File: config.mk
export PLATFORM = sky130hd
export DESIGN_NAME = fp8_mult_4e3f
export DESIGN_NICKNAME = d
export VERILOG_FILES = /design/src/rtl/fp8_mult_pkg.sv /design/src/rtl/pin_sync3.sv /design/src/rtl/fp8_mult_4e3f.sv
export SDC_FILE = /design/constraint.sdc
export NUM_CORES = 1
export LEC_CHECK = 0
export ABC_AREA = 1
export BUFFER_PORTS_ARGS = -buffer_cell sky130_fd_sc_hd__buf_2
export CAP_MARGIN = 0
export CORE_ASPECT_RATIO = 1.4
export CORE_MARGIN = 2
export CORE_UTILIZATION = 50
export CTS_BUF_LIST = sky130_fd_sc_hd__clkbuf_4
export CTS_CLUSTER_SIZE = 12
export DETAILED_ROUTE_END_ITERATION = 6
export PLACE_DENSITY = 0.77
export SYNTH_ARGS = -nofsm -noshare
export SYNTH_HDL_FRONTEND = slang
export SYNTH_SLANG_ARGS = --single-unit
File: constraint.sdc
create_clock -name ref_clk_i -period 11.5 [get_ports ref_clk_i]
set_clock_uncertainty 0.2 [all_clocks]
set_input_delay 1.725 -clock ref_clk_i [delete_from_list [all_inputs] [get_ports ref_clk_i]]
set_output_delay 1.725 -clock ref_clk_i [all_outputs]
set_load 0.02 [all_outputs]
File: src/rtl/fp8_mult_pkg.sv
// constants and types shared by the fp8 multiplier design
package fp8_mult_pkg;

  // ----------------------------------------------------------------
  // operand format
  // ----------------------------------------------------------------
  typedef struct packed {
    logic sign;
    logic [3:0] exponent;
    logic [2:0] fraction;
  } fp8_t;

  localparam int FP8_W = 8;
  localparam int EXP_W = 4;
  localparam int FRAC_W = 3;
  localparam logic [6:0] EXP_BIAS = 7'h07;
  localparam logic signed [6:0] EXP_MIN_S = 7'sh01;
  localparam logic signed [6:0] EXP_MAX_S = 7'sh0f;
  localparam logic [3:0] EXP_ZERO = 4'h0;
  localparam logic [7:0] NAN_CODE = 8'h80;
  localparam logic [7:0] ZERO_CODE = 8'h00;
  localparam logic [6:0] SAT_MAG = 7'h7f;

  // ----------------------------------------------------------------
  // operator inputs
  // ----------------------------------------------------------------
  typedef struct packed {
    logic load_gate_n;
    logic operand_select;
    logic half_select;
    logic [3:0] nibble;
  } ctrl_t;

  localparam int CTRL_W = 7;
  localparam logic [6:0] CTRL_RST = 7'h40;
  localparam logic [7:0] BUF_RST = 8'h00;
  localparam logic [1:0] SEL_OP1_LO = 2'h0;
  localparam logic [1:0] SEL_OP1_HI = 2'h1;
  localparam logic [1:0] SEL_OP2_LO = 2'h2;
  localparam logic [1:0] SEL_OP2_HI = 2'h3;

endpackage : fp8_mult_pkg

File: src/rtl/pin_sync3.sv
// three-stage pin synchroniser with agreement filter
`timescale 1ns/100ps
`default_nettype none

module pin_sync3 #(
  parameter int W = 1,
  parameter logic [W-1:0] RST_VAL = '0
) (
  input wire logic ref_clk_i,
  input wire logic sys_rst_i,
  input wire logic [W-1:0] d_i,
  output logic [W-1:0] q_o
);

  // ----------------------------------------------------------------
  // stages
  // ----------------------------------------------------------------
  logic [W-1:0] s1_r;
  logic [W-1:0] s2_r;
  logic [W-1:0] s3_r;
  logic [W-1:0] q_r;
  logic [W-1:0] q_nxt;

  assign q_nxt = (s2_r == s3_r) ? s3_r : q_r;
  assign q_o = q_r;

  always_ff @(posedge ref_clk_i) begin
    if (sys_rst_i) begin
      s1_r <= RST_VAL;
      s2_r <= RST_VAL;
      s3_r <= RST_VAL;
      q_r <= RST_VAL;
    end else begin
      s1_r <= d_i;
      s2_r <= s1_r;
      s3_r <= s2_r;
      q_r <= q_nxt;
    end
  end

endmodule : pin_sync3
`default_nettype wire

File: src/rtl/fp8_mult_4e3f.sv
// fp8 multiplier with nibble-loaded operand buffers
`timescale 1ns/100ps
`default_nettype none
// Notes on behaviour
// - gate low loads nibble each clock edge
// - select pair picks operand and half written
// - operand is sign, exponent four, fraction three
// - value is two to exponent minus seven
// - zero exponent input or subnormal result gives zero
// - all-ones exponent is an ordinary finite value
// - overflow saturates to signed magnitude 480
// - sign-only pattern is nan, not zero
// - round to nearest, ties to even
// - product follows buffers without any clock

module fp8_mult_4e3f
  import fp8_mult_pkg::*;
(
  input wire logic ref_clk_i,
  input wire logic sys_rst_i,
  input wire logic load_gate_n_i,
  input wire logic operand_select_i,
  input wire logic half_select_i,
  input wire logic [3:0] nibble_i,
  output logic [7:0] product_o
);

  // ----------------------------------------------------------------
  // input synchronisation
  // ----------------------------------------------------------------
  ctrl_t ctrl_pin_w;
  ctrl_t ctrl_w;
  logic [CTRL_W-1:0] ctrl_q_w;

  assign ctrl_pin_w = '{load_gate_n: load_gate_n_i, operand_select: operand_select_i,
                        half_select: half_select_i, nibble: nibble_i};

  pin_sync3 #(
    .W(CTRL_W),
    .RST_VAL(CTRL_RST)
  ) u_ctrl_sync (
    .ref_clk_i(ref_clk_i),
    .sys_rst_i(sys_rst_i),
    .d_i(ctrl_pin_w),
    .q_o(ctrl_q_w)
  );

  assign ctrl_w = ctrl_t'(ctrl_q_w);

  // ----------------------------------------------------------------
  // operand buffer write decode
  // ----------------------------------------------------------------
  logic load_en_w;
  logic [1:0] sel_w;
  logic wr_op1_lo_w;
  logic wr_op1_hi_w;
  logic wr_op2_lo_w;
  logic wr_op2_hi_w;

  assign load_en_w = ~ctrl_w.load_gate_n;
  assign sel_w = {ctrl_w.operand_select, ctrl_w.half_select};
  assign wr_op1_lo_w = load_en_w && (sel_w == SEL_OP1_LO);
  assign wr_op1_hi_w = load_en_w && (sel_w == SEL_OP1_HI);
  assign wr_op2_lo_w = load_en_w && (sel_w == SEL_OP2_LO);
  assign wr_op2_hi_w = load_en_w && (sel_w == SEL_OP2_HI);

  // ----------------------------------------------------------------
  // operand buffers
  // ----------------------------------------------------------------
  logic [7:0] op1_r;
  logic [7:0] op2_r;
  logic [7:0] op1_nxt;
  logic [7:0] op2_nxt;

  assign op1_nxt = wr_op1_lo_w ? {op1_r[7:4], ctrl_w.nibble} :
                   wr_op1_hi_w ? {ctrl_w.nibble, op1_r[3:0]} : op1_r;
  assign op2_nxt = wr_op2_lo_w ? {op2_r[7:4], ctrl_w.nibble} :
                   wr_op2_hi_w ? {ctrl_w.nibble, op2_r[3:0]} : op2_r;

  always_ff @(posedge ref_clk_i) begin
    if (sys_rst_i) begin
      op1_r <= BUF_RST;
      op2_r <= BUF_RST;
    end else begin
      op1_r <= op1_nxt;
      op2_r <= op2_nxt;
    end
  end

  // ----------------------------------------------------------------
  // operand decode and special cases
  // ----------------------------------------------------------------
  fp8_t op_a_w;
  fp8_t op_b_w;
  logic nan_in_w;
  logic zero_in_w;

  assign op_a_w = fp8_t'(op1_r);
  assign op_b_w = fp8_t'(op2_r);
  assign nan_in_w = (op1_r == NAN_CODE) || (op2_r == NAN_CODE);
  assign zero_in_w = (op_a_w.exponent == EXP_ZERO) || (op_b_w.exponent == EXP_ZERO);

  // ----------------------------------------------------------------
  // significand product and normalisation
  // ----------------------------------------------------------------
  logic res_sign_w;
  logic [3:0] sig_a_w;
  logic [3:0] sig_b_w;
  logic [7:0] sig_prod_w;
  logic norm_w;
  logic [2:0] m_pre_w;
  logic guard_w;
  logic sticky_w;

  assign res_sign_w = op_a_w.sign ^ op_b_w.sign;
  assign sig_a_w = {1'b1, op_a_w.fraction};
  assign sig_b_w = {1'b1, op_b_w.fraction};
  assign sig_prod_w = {4'h0, sig_a_w} * {4'h0, sig_b_w};
  assign norm_w = sig_prod_w[7];
  assign m_pre_w = norm_w ? sig_prod_w[6:4] : sig_prod_w[5:3];
  assign guard_w = norm_w ? sig_prod_w[3] : sig_prod_w[2];
  assign sticky_w = norm_w ? (|sig_prod_w[2:0]) : (|sig_prod_w[1:0]);

  // ----------------------------------------------------------------
  // rounding
  // ----------------------------------------------------------------
  logic rnd_up_w;
  logic [3:0] m_rnd_w;
  logic rnd_carry_w;
  logic [2:0] frac_out_w;

  assign rnd_up_w = guard_w && (sticky_w || m_pre_w[0]);
  assign m_rnd_w = {1'b0, m_pre_w} + {3'h0, rnd_up_w};
  assign rnd_carry_w = m_rnd_w[3];
  assign frac_out_w = m_rnd_w[2:0];

  // ----------------------------------------------------------------
  // exponent
  // ----------------------------------------------------------------
  logic signed [6:0] e_raw_w;
  logic signed [6:0] e_norm_w;
  logic signed [6:0] e_fin_w;
  logic underflow_w;
  logic overflow_w;

  assign e_raw_w = {3'h0, op_a_w.exponent} + {3'h0, op_b_w.exponent} - EXP_BIAS;
  assign e_norm_w = e_raw_w + {6'h00, norm_w};
  assign e_fin_w = e_norm_w + {6'h00, rnd_carry_w};
  assign underflow_w = (e_fin_w < EXP_MIN_S);
  assign overflow_w = (e_fin_w > EXP_MAX_S);

  // ----------------------------------------------------------------
  // result select
  // ----------------------------------------------------------------
  logic [7:0] res_bits_w;
  fp8_t res_w;

  assign res_bits_w = nan_in_w ? NAN_CODE :
                      zero_in_w ? ZERO_CODE :
                      underflow_w ? ZERO_CODE :
                      overflow_w ? {res_sign_w, SAT_MAG} :
                      {res_sign_w, e_fin_w[3:0], frac_out_w};
  assign res_w = fp8_t'(res_bits_w);

  // ----------------------------------------------------------------
  // output pin order
  // ----------------------------------------------------------------
  genvar k;
  generate
    for (k = 0; k < FP8_W; k++) begin : g_pin
      assign product_o[k] = res_bits_w[FP8_W-1-k];
    end
  endgenerate

  logic past_ok_r;
  always_ff @(posedge ref_clk_i) begin
    if (sys_rst_i) begin
      past_ok_r <= 1'b0;
    end else begin
      past_ok_r <= 1'b1;
    end
  end
endmodule : fp8_mult_4e3f
`default_nettype wire

==> impl_metrics.csv, run 1 <==
group,metric,value,unit
route,post_route_ant_nets,0,
clocking,ctsHtreeMaxLevel,2,
timing,rsz0062_at_grt,"false",
route,viasPerCell,4.92,
route,drt_pre_antenna_iters,4,
clocking,post_cts.resized_instances,0,
final_layout,seq_area,881,µm²
global_route,grt_antenna_before_repair,0,
route,avgRoutedWirePerCell,10.2,µm
route,initialDrtViolationCount,74,
final_layout,area_growth_syn_to_layout,7.89,%
global_route,grt_pass1_wl,7980,µm
floorplanning,fp.dieW,64.4,µm
synthesis,postSynthNetCount,386,
timing,timing.hold.ws,0.210,ns
synthesis,yosys_warnings,0,
clocking,cts.sinks,44,
clocking,clock_path_buffers,2,
synthesis,syn-mean-instance-area,7.31,µm²
timing,final_slew_viol_count,0,
timing,max_slew.worst_pin.slew,0.496,ns
clocking,holdBufCountCts,0,
worst_hold_path,min-delay-path-class,"flip-flop to flip-flop",
status,status,"completed",
floorplanning,floorplan.die_area,5700,µm²
clocking,tritoncts_clock_tree,"done",
worst_setup_path,ff2ff_setup_slack,9.91,ns
final_layout,final_layout_size_suffix_gt1_frac,0.111,
placement,routabilityCongestion,0.795,
synthesis,syn_inst,349,
placement,port_buffers,16,
pwr,total_leakage_power,1.47,nW
worst_setup_path,crit_path_max_fanout,6,
synthesis,dominantRegCellSynth,"sky130_fd_sc_hd__dfxtp_1",
final_layout,commonest_non_fill_non_tap_cell_in_the_layout,"sky130_fd_sc_hd__inv_1",
clocking,ctsRootBufferMaster,"sky130_fd_sc_hd__clkbuf_4",
synthesis,synthDistinctLibCells,25,
pwr,finalPower,0.000285,W
worst_setup_path,sort_of_element_at_the_end_of_the_critical_path,"output pin",
global_route,grt_overflow,0,
global_route,grt_pass1_vias,2048,
run,cap_viol_max_count,0,
final_layout,layout.cell_area.non_filler,2750,µm²
floorplanning,core_region,4880,µm²
route,drc_errors,0,
final_layout,multi_input_comb_area,1400,µm²
worst_setup_path,timing.critical_path.required,9.58,ns
clocking,worst_skew_pair.late_latency,0.35,ns
synthesis,synth_sequential_area_ratio,0.345,
pwr,ir_drop_worst_case_vdd,0.0910,mV
pwr,total_power_density_per_cell_area,104,nW/µm²
placement,dp_slack,5.00,ns
global_route,grt_start_max_net_pins,24,
timing,finalWorstPathRequiredPeriod,6.87,ns
worst_setup_path,cpMaxStageDelayCell,"sky130_fd_sc_hd__dfxtp_1",
final_layout,design.final.nets,405,
clocking,number_of_setup_buffers_added_after_cts,0,
worst_setup_path,worstPathBufferInverterCount,6,
timing,post-route-worst-setup-slack,4.63,ns
timing,post-route-period-util,0.598,
timing,worst_slew_margin_rel,0.669,
floorplanning,io_pins,17,
final_layout,filler_cell_count_in_the_final_layout,488,
global_route,grtUsageTotal,0.175,
worst_setup_path,arrival_time_of_the_worst_setup_path,4.95,ns
placement,dp_hpwl,3600,µm
floorplanning,number_of_cell_rows,30,
synthesis,synth.ff_latch_count,44,
worst_setup_path,start_kind,"flip-flop",
floorplanning,initial_utilization,0.523,
timing,finalSetupTns,0,ns
timing,finalSetupViolCount,0,
clocking,path_clk_slew,0.11,ns
route,route.vias.total,2129,
worst_setup_path,critPathTopFamily,"adder cells",
timing,finalHoldViolations,0,
synthesis,async_flop_share,0,
clocking,tritoncts.num_buffers,5,
synthesis,synth_edf_count,0,
floorplanning,die_h,88.5,µm
placement,dpl-instance-area,2700,µm²
synthesis,post_synthesis_cell_area,2550,µm²
timing,maximum_clock_frequency,146,MHz
final_layout,diodes,0,
worst_setup_path,critical-path-max-stage-delay,0.49,ns
route,routed_wirelength,4430,µm
worst_setup_path,path_common_cell,"sky130_fd_sc_hd__inv_1",
final_layout,layout.cells.most_common_list,"sky130_fd_sc_hd__inv_1, sky130_fd_sc_hd__nor2_1, sky130_fd_sc_hd__nand2_1, sky130_fd_sc_hd__dfxtp_1, sky130_fd_sc_hd__o21ai_0",
worst_setup_path,crit_type,"flip-flop to output pin",
[area by class of cell]
class | count | area share
clock buffers | 7 | 0.0191
clock inverters | 1 | 0.00136
inverters | 68 | 0.0927
multi-input cells | 233 | 0.509
flip-flops and latches | 44 | 0.320
well taps | 64 | 0.0291
repair buffers | 16 | 0.0291
[metrics by stage]
step                      instances   util
after global routing            433  0.564
after global placement          425  0.553
final                           433  0.564
after floorplan                 349      -
after CTS                       433  0.564
after detailed placement        425  0.553
[worst reg2reg max path, stage by stage (launching register included)]
cell and delay (ns):
sky130_fd_sc_hd__dfxtp_1 0.32, sky130_fd_sc_hd__inv_1 0.05, sky130_fd_sc_hd__or2_2 0.26, sky130_fd_sc_hd__nand4_1 0.10, sky130_fd_sc_hd__nor3_1 0.05, sky130_fd_sc_hd__nand2_1 0.17, sky130_fd_sc_hd__inv_1 0.15, sky130_fd_sc_hd__nand2_1 0.09
sky130_fd_sc_hd__o211ai_1 0.07
[synth_stat cells, types with 2 or more instances]
master,instances,area [µm²]
sky130_fd_sc_hd__xnor2_1,2,17.5
sky130_fd_sc_hd__nand2_4,2,22.5
sky130_fd_sc_hd__inv_1,68,255
sky130_fd_sc_hd__nor2_1,51,191
sky130_fd_sc_hd__nor4_1,4,25.0
sky130_fd_sc_hd__xor2_1,5,43.8
sky130_fd_sc_hd__or2_2,7,43.8
sky130_fd_sc_hd__nand2_1,48,180
sky130_fd_sc_hd__a21oi_1,20,100
sky130_fd_sc_hd__nand4_1,7,43.8
sky130_fd_sc_hd__fa_1,7,140
sky130_fd_sc_hd__nand3_2,3,30.0
sky130_fd_sc_hd__nand3_1,21,105
sky130_fd_sc_hd__nand3b_1,2,15.0
sky130_fd_sc_hd__nand2_2,4,25.0
sky130_fd_sc_hd__dfxtp_1,44,881
sky130_fd_sc_hd__o21ai_0,23,115
sky130_fd_sc_hd__ha_1,21,263
sky130_fd_sc_hd__clkbuf_1,4,15.0
[cell families after synthesis]
family	count (synthesis)	synth area share
AOI/OAI and AO/OA	47	0.0956
buffers and inverters	72	0.106
adders and majority gates	28	0.158
DFF	44	0.345
and+or+nand+nor	151	0.272
xor gates and xnor gates	7	0.0240
[state kept, by name, indices dropped and copies added, names as in the netlist]
register / flops
u_ctrl_sync.s2_r: 7
u_ctrl_sync.q_o: 7
u_ctrl_sync.s1_r: 7
op1_r: 8
op2_r: 8
u_ctrl_sync.s3_r: 7
[per-layer routing]
| layer | share of wire | up-vias | wire length (µm) | global-route usage |
|---|---|---|---|---|
| li1 | - | 1138 | - | - |
| met1 | 0.40 | 938 | 1780 | 0.165 |
| met2 | 0.54 | 41 | 2400 | 0.363 |
| met3 | 0.030 | 12 | 134 | 0.0293 |
| met4 | 0.025 | 0 | 109 | 0.0754 |
| met5 | 0 | - | 0 | 0 |
[report_power, final]
group / internal (W) / switching [W] / leakage [nW]
sequential: 0.000161 / 0.00000782 / 0.360
clock: 0.0000282 / 0.0000427 / 0.0338
combinational: 0.0000177 / 0.0000280 / 1.08
[final timing paths]
path	endpoint	depth (start not counted)	start
worst max-delay path	product_o[6]	27	op1_r[2]
worst min-delay path	u_ctrl_sync.s2_r[4]	2	u_ctrl_sync.s1_r[4]
worst max register to register	u_ctrl_sync.q_o[6]	8	u_ctrl_sync.s2_r[2]
worst min register to register	u_ctrl_sync.s2_r[4]	2	u_ctrl_sync.s1_r[4]
No activity file was read; power rests on OpenSTA's default activity.
==> run 2: changes to the inputs <==
- PLACE_DENSITY: 0.77 -> 0.79
- clock period: 11.5 -> 5.8 ns (I/O delays scaled with it)
==> run 2 against run 1 <==
Clock-buffer cell count is 1 lower. Sequential share of layout area is 2.5 points lower. Combinational power increased to 2.5 times the previous value. Worst setup slack got worse by 4.6 ns. First-iteration DRC count up 19%. Total power grew 110%. Cell area grew 9.9%. Register-to-register slack worse by 5.7 ns. Die area unchanged. Flip-flop and latch count unchanged. Utilization increased by 5.6 points. Global-route usage about the same. Largest cell class unchanged. Highest routed layer unchanged.
==> impl_metrics.csv, run 2 (same netlist as run 1, synthesis figures left out) <==
group,metric,value,unit
placement,routabilityCongestion,0.770,
route,route.vias.total,2211,
route,drt_pre_antenna_iters,4,
clocking,worst_skew_pair.late_latency,0.34,ns
route,detailroute.wirelength.met3,141,µm
clocking,tritoncts_clock_tree,"done",
placement,dp_hpwl,3590,µm
timing,post-route-worst-setup-slack,0.0300,ns
floorplanning,floorplan.die_area,5700,µm²
pwr,ir_drop_worst_case_vdd,0.178,mV
final_layout,filler_cell_count_in_the_final_layout,429,
clocking,cts.sinks,44,
final_layout,area_growth_syn_to_layout,18.6,%
worst_setup_path,crit_path_max_fanout,6,
global_route,grt_pass1_wl,7800,µm
worst_setup_path,crit_type,"flip-flop to output pin",
placement,port_buffers,16,
final_layout,design.final.nets,413,
clocking,ctsRootBufferMaster,"sky130_fd_sc_hd__clkbuf_4",
timing,worst_slew_margin_rel,0.669,
route,wl_met2,2800,µm
timing,rsz0062_at_grt,"true",
placement,dpl-instance-area,2700,µm²
timing,finalWorstPathRequiredPeriod,5.77,ns
final_layout,final_layout_size_suffix_gt1_frac,0.233,
global_route,grt_overflow,0,
route,route.top_layer_used,"met4",
clocking,holdBufCountCts,0,
status,status,"completed",
timing,finalHoldViolations,0,
global_route,grt_antenna_before_repair,0,
clocking,tritoncts.num_buffers,5,
route,viasPerCell,5.01,
worst_hold_path,min-delay-path-class,"flip-flop to flip-flop",
floorplanning,io_pins,17,
timing,final_slew_viol_count,0,
worst_setup_path,path_common_cell,"sky130_fd_sc_hd__ha_4",
route,routed_wirelength,5190,µm
clocking,path_clk_slew,0.11,ns
worst_setup_path,start_kind,"flip-flop",
floorplanning,die_h,88.5,µm
final_layout,largestRegisters,"op1_r x8, op2_r x8",
timing,post-route-period-util,0.995,
floorplanning,fp.dieW,64.4,µm
pwr,total_leakage_power,1.51,nW
worst_setup_path,arrival_time_of_the_worst_setup_path,4.70,ns
worst_setup_path,worstReg2RegEnd,"u_ctrl_sync.q_o[6]",
worst_setup_path,ff2ff_setup_slack,4.19,ns
timing,finalSetupViolCount,0,
floorplanning,initial_utilization,0.523,
placement,dp_slack,0.173,ns
clocking,clock_path_buffers,2,
worst_setup_path,cpMaxStageDelayCell,"sky130_fd_sc_hd__fa_1",
timing,maximum_clock_frequency,173,MHz
route,avgRoutedWirePerCell,11.8,µm
route,post_route_ant_nets,0,
worst_setup_path,crit_path_from,"op1_r[2]",
worst_hold_path,min_delay_startpoint,"u_ctrl_sync.s1_r[4]",
final_layout,layout.cells.most_common_list,"sky130_fd_sc_hd__inv_1, sky130_fd_sc_hd__nor2_1, sky130_fd_sc_hd__dfxtp_1, sky130_fd_sc_hd__nand2_1, sky130_fd_sc_hd__o21ai_0",
pwr,total_power_density_per_cell_area,195,nW/µm²
worst_setup_path,critical-path-max-stage-delay,0.47,ns
worst_setup_path,sort_of_element_at_the_end_of_the_critical_path,"output pin",
final_layout,commonest_non_fill_non_tap_cell_in_the_layout,"sky130_fd_sc_hd__inv_1",
global_route,grt_start_max_net_pins,24,
timing,max_slew.worst_pin.slew,0.493,ns
worst_setup_path,crit-reg2reg-launch,"u_ctrl_sync.s2_r[2]",
floorplanning,number_of_cell_rows,30,
final_layout,layout.cell_area.non_filler,3030,µm²
route,drc_errors,0,
global_route,grt_pass1_vias,1965,
route,route.layer.met1.wl,2100,µm
route,initialDrtViolationCount,88,
worst_hold_path,holdPathEnd,"u_ctrl_sync.s2_r[4]",
worst_hold_path,holdPathStages,2,
worst_setup_path,timing.critical_path.required,4.73,ns
global_route,grtUsageTotal,0.175,
clocking,ctsHtreeMaxLevel,2,
floorplanning,core_region,4880,µm²
final_layout,diodes,0,
run,cap_viol_max_count,0,
worst_setup_path,worst_r2r_path_cells,8,
-- run 2: layout make-up --
class                           count  area, µm²  area share
Inverter                           68        265      0.0876
Clock inverter                      2       11.3     0.00372
Clock buffer                        6       45.0      0.0149
Sequential cell                    44        893       0.295
Tap cell                           64       80.1      0.0265
Timing Repair Buffer               24        148      0.0488
Multi-Input combinational cell    233       1580       0.523
-- run 2: worst max-delay path, delay by kind of cell, from the launching register on --
kind	cells	cell delay, ns
adders and majority gates	6	1.87
buffers and inverters	6	0.44
DFF	1	0.40
and+or+nand+nor	15	1.60
-- run 2: stage by stage --
step	TNS (ns)	std cells	hold slack, ns	power, W	utilization
final	0	441	0.203	0.000590	0.620
after global routing	-1.60	441	0.217	0.000627	0.620
after CTS	0	435	0.207	0.000576	0.575
after detailed placement	0	425	0.194	0.000432	0.553
after global placement	0	425	0.189	0.000429	0.553
after floorplan	0	349	0.188	0.000409	-
-- run 2: report_power, final --
group | total [W] | internal, W | switching [W]
Sequential | 0.000335 | 0.000319 | 0.0000158
Combinational | 0.000115 | 0.0000479 | 0.0000673
Clock | 0.000140 | 0.0000509 | 0.0000888
-- run 2: repair_timing --
item / 4_1_cts / 5_1_grt
gates resized for setup: 9 / 49
cloned: 0 / 0
setup buffers: 2 / 6
endpoints found under the setup margin: 8 / 8
pin swaps: 1 / 26
-- run 2: worst max-delay path by stage --
| stage | end |
|---|---|
| finish | product_o[5] |
| global route | product_o[7] |
| CTS | product_o[1] |
| detailed placement | product_o[1] |
| global placement | product_o[6] |
| floorplan | product_o[0] |
-- run 2: layer usage --
layer | GRT usage | vias up
li1 | - | 1158
met4 | 0.0754 | 0
met2 | 0.369 | 37
met5 | 0 | -
met3 | 0.0344 | 14
met1 | 0.156 | 1002
==> run 3: changes to the inputs <==
- SYNTH_HIERARCHICAL: not set -> 1
==> run 3 against run 2 <==
Clock power is 4% lower. Sequential share of layout area is 1.9 points lower. Clock-buffer cell count stayed put. Critical path depth is 3 lower. Combinational power is 15% lower. Cell count is 7.9% higher. Critical path type unchanged. Largest cell class unchanged.
==> impl_metrics.csv, run 3 <==
group,metric,value,unit
timing,timing.hold.ws,0.214,ns
clocking,ctsHtreeMaxLevel,2,
clocking,tritoncts.num_buffers,5,
worst_setup_path,path_common_cell,"sky130_fd_sc_hd__nand4_1",
placement,place_inst,462,
placement,dpl-instance-area,2880,µm²
final_layout,post_layout_nonfiller_instances,476,
floorplanning,core_region,5240,µm²
floorplanning,floorplan.die_area,6090,µm²
worst_setup_path,timing.critical_path.required,4.73,ns
timing,max_slew.worst_pin.slew,0.602,ns
pwr,seq_power_share,0.587,
placement,dp_hpwl,3830,µm
timing,worst_slew_margin_rel,0.599,
worst_setup_path,crit_path_max_fanout,6,
status,status,"completed",
global_route,grt_pass1_vias,2217,
pwr,comb_power_share,0.175,
final_layout,final_layout_size_suffix_gt1_frac,0.229,
final_layout,layout.cell_area.non_filler,3220,µm²
final_layout,commonest_non_fill_non_tap_cell_in_the_layout,"sky130_fd_sc_hd__nand2_1",
route,route.vias.total,2397,
timing,maximum_clock_frequency,178,MHz
synthesis,async_flop_share,0,
pwr,total_power_density_per_cell_area,174,nW/µm²
clocking,ctsRootBufferMaster,"sky130_fd_sc_hd__clkbuf_4",
synthesis,synthDistinctLibCells,28,
clocking,clock_path_buffers,2,
global_route,grt_pass1_wl,8670,µm
synthesis,synth_edf_count,0,
clocking,worst_skew_pair.late_latency,0.34,ns
pwr,ir_drop_worst_case_vdd,0.206,mV
route,viasPerCell,5.04,
final_layout,diodes,0,
synthesis,synth.top_cell.area_share,0.322,
worst_setup_path,start_kind,"flip-flop",
synthesis,yosysTopAreaCell,"sky130_fd_sc_hd__dfxtp_1",
pwr,power.switching,0.000157,W
synthesis,syn_inst,384,
pwr,total_leakage_power,1.59,nW
synthesis,postSynthNetCount,421,
global_route,grt_antenna_before_repair,0,
synthesis,synth_top_family_by_area,"simple AND/OR/NAND/NOR gates",
clocking,cts.sinks,44,
worst_setup_path,crit_type,"flip-flop to output pin",
floorplanning,io_pins,17,
clocking,path_clk_slew,0.11,ns
timing,rsz0062_at_grt,"true",
synthesis,synth_area_leaders,"sky130_fd_sc_hd__dfxtp_1, sky130_fd_sc_hd__nand2_1, sky130_fd_sc_hd__ha_1",
synthesis,post_synthesis_cell_area,2740,µm²
worst_setup_path,sort_of_element_at_the_end_of_the_critical_path,"output pin",
synthesis,synthSimpleGateAreaFrac,0.335,
synthesis,yosysMostFrequentCell,"sky130_fd_sc_hd__nand2_1",
synthesis,post_synth_fa_ha_maj_area_fraction,0.147,
final_layout,finalCoreUtilization,0.616,
synthesis,area_fraction_in_compound_gates_after_synthesis,0.0631,
placement,routabilityCongestion,0.783,
floorplanning,number_of_cell_rows,31,
final_layout,layout.cells.most_common_list,"sky130_fd_sc_hd__nand2_1, sky130_fd_sc_hd__inv_1, sky130_fd_sc_hd__nor2_1, sky130_fd_sc_hd__dfxtp_1, sky130_fd_sc_hd__nand3_1",
worst_setup_path,arrival_time_of_the_worst_setup_path,4.54,ns
timing,post-route-period-util,0.968,
floorplanning,initial_utilization,0.523,
route,avgRoutedWirePerCell,10.9,µm
floorplanning,fp.dieW,66.5,µm
worst_setup_path,cpMaxStageDelayCell,"sky130_fd_sc_hd__fa_1",
clocking,holdBufCountCts,0,
timing,finalWorstPathRequiredPeriod,5.61,ns
final_layout,area_growth_syn_to_layout,17.8,%
route,drt_pre_antenna_iters,4,
global_route,grtUsageTotal,0.175,
synthesis,synth.ff_latch_count,44,
route,initialDrtViolationCount,112,
placement,port_buffers,16,
pwr,clkPwrFrac,0.238,
synthesis,yosys.area_share.xor_xnor,0.0283,
pwr,swShare,0.280,
timing,finalHoldViolations,0,
synthesis,synth_sequential_area_ratio,0.322,
clocking,tritoncts_clock_tree,"done",
route,drc_errors,0,
route,post_route_ant_nets,0,
synthesis,synthMuxAreaShare,0,
timing,final_slew_viol_count,0,
floorplanning,die_h,91.5,µm
final_layout,design.final.nets,447,
synthesis,dominantRegCellSynth,"sky130_fd_sc_hd__dfxtp_1",
final_layout,filler_cell_count_in_the_final_layout,438,
pwr,cellInternalPower,0.000405,W
worst_setup_path,critical-path-max-stage-delay,0.43,ns
worst_hold_path,min-delay-path-class,"flip-flop to flip-flop",
synthesis,leading_post_synthesis_cells_by_instance_count,"sky130_fd_sc_hd__nand2_1, sky130_fd_sc_hd__inv_1, sky130_fd_sc_hd__nor2_1, sky130_fd_sc_hd__dfxtp_1, sky130_fd_sc_hd__nand3_1",
global_route,grt_start_max_net_pins,38,
worst_setup_path,crit_path_cell_trace,"ha_4 > inv_4 > fa_2 > inv_2 > fa_1 > ha_4 > inv_2 > nor2_4 > nand3_4 > nand2_4 > nand2_8 > nand3_1 > nand2_2 > nor2_4 > nand4_1 > fa_2 > inv_4 > nand3_2 > nor2_2 > nand4_1 > nand4_1 > nand3_2 > a21oi_1 > buf_4",
route,routed_wirelength,5200,µm
synthesis,syn-mean-instance-area,7.13,µm²
run,cap_viol_max_count,0,
synthesis,yosys_warnings,6,
timing,finalSetupViolCount,0,
final_layout,largestRegisters,"op1_r x8, op2_r x8",
global_route,grt_overflow,0,
==> run 3: cell types whose count changed in the layout (fill, tap and decap cells not counted), sizes merged, moves of 2 or more <==
cell    previous run  this run
a211oi             0         7
a21oi             21        17
inv               68        72
nand2             54        89
nand3             24        37
nor2              52        61
nor4               4         2
o21ai             24         3
or2                7         3
xnor2              2         5
xor2               5         3
==> run 3: power by group through the flow <==
stage	logic [W]	clock network (W)	registers [W]
global route	0.000113	0.000150	0.000332
detailed placement	0.0000845	0	0.000337
finish	0.0000982	0.000134	0.000330
floorplan	0.0000684	0	0.000334
CTS	0.0000888	0.000142	0.000330
global placement	0.0000820	0	0.000337
==> run 3: logic make-up after synthesis <==
logic type | after synthesis
xor gates and xnor gates | 8
AOI/OAI and AO/OA | 28
and+or+nand+nor | 200
adders and majority gates | 28
buffers and inverters | 76
DFF | 44
==> run 3: path summary, 6_finish.rpt <==
check	startpoint	to	slack, ns	depth (start not counted)
max	op2_r[2]	product_o[3]	0.19	24
min	u_ctrl_sync/s1_r[1]	u_ctrl_sync/s2_r[1]	0.21	2
max reg2reg	u_ctrl_sync/s3_r[1]	u_ctrl_sync/q_o[4]	4.44	8
min reg2reg	u_ctrl_sync/s1_r[1]	u_ctrl_sync/s2_r[1]	0.21	2
==> run 3: timing repair <==
item                       CTS  global route
setup buffers                0             7
resized for setup            9            48
setup endpoints to repair    8             8
pin swaps                    1            24
==> run 3: per-layer routing <==
| layer | wire [µm] | up-vias | share of wire | GRT usage |
|---|---|---|---|---|
| li1 | - | 1250 | - | - |
| met1 | 2030 | 1100 | 0.39 | 0.181 |
| met2 | 2990 | 39 | 0.57 | 0.345 |
| met3 | 104 | 8 | 0.020 | 0.0223 |
| met4 | 78 | 0 | 0.015 | 0.0561 |
| met5 | 0 | - | 0 | 0 |
==> run 3: critical path, delay by kind of cell, from the launching register on <==
| family | cells | cell delay [ns] |
|---|---|---|
| AOI/OAI and AO/OA | 1 | 0.16 |
| DFF | 1 | 0.40 |
| and+or+nand+nor | 13 | 1.58 |
| adders and majority gates | 5 | 1.63 |
| buffers and inverters | 5 | 0.44 |
==> run 3: per-stage QoR <==
stage          TNS, ns  total power, W  worst slack, ns
4_1_cts              0        0.000560           0.0199
3_3_place_gp         0        0.000419            0.340
3_5_place_dp         0        0.000422            0.211
2_1_floorplan        0        0.000402            0.504
6_report             0        0.000562            0.186
5_1_grt         -0.655        0.000595           -0.104
==> run 3: layout make-up <==
type                            instances  area [µm²]  area share
Timing Repair Buffer                   23         145      0.0450
Multi-Input combinational cell        264        1780       0.552
Clock buffer                            6        45.0      0.0140
Clock inverter                          1        5.00     0.00155
Tap cell                               66        82.6      0.0256
Sequential cell                        44         891       0.276
Inverter                               72         275      0.0854
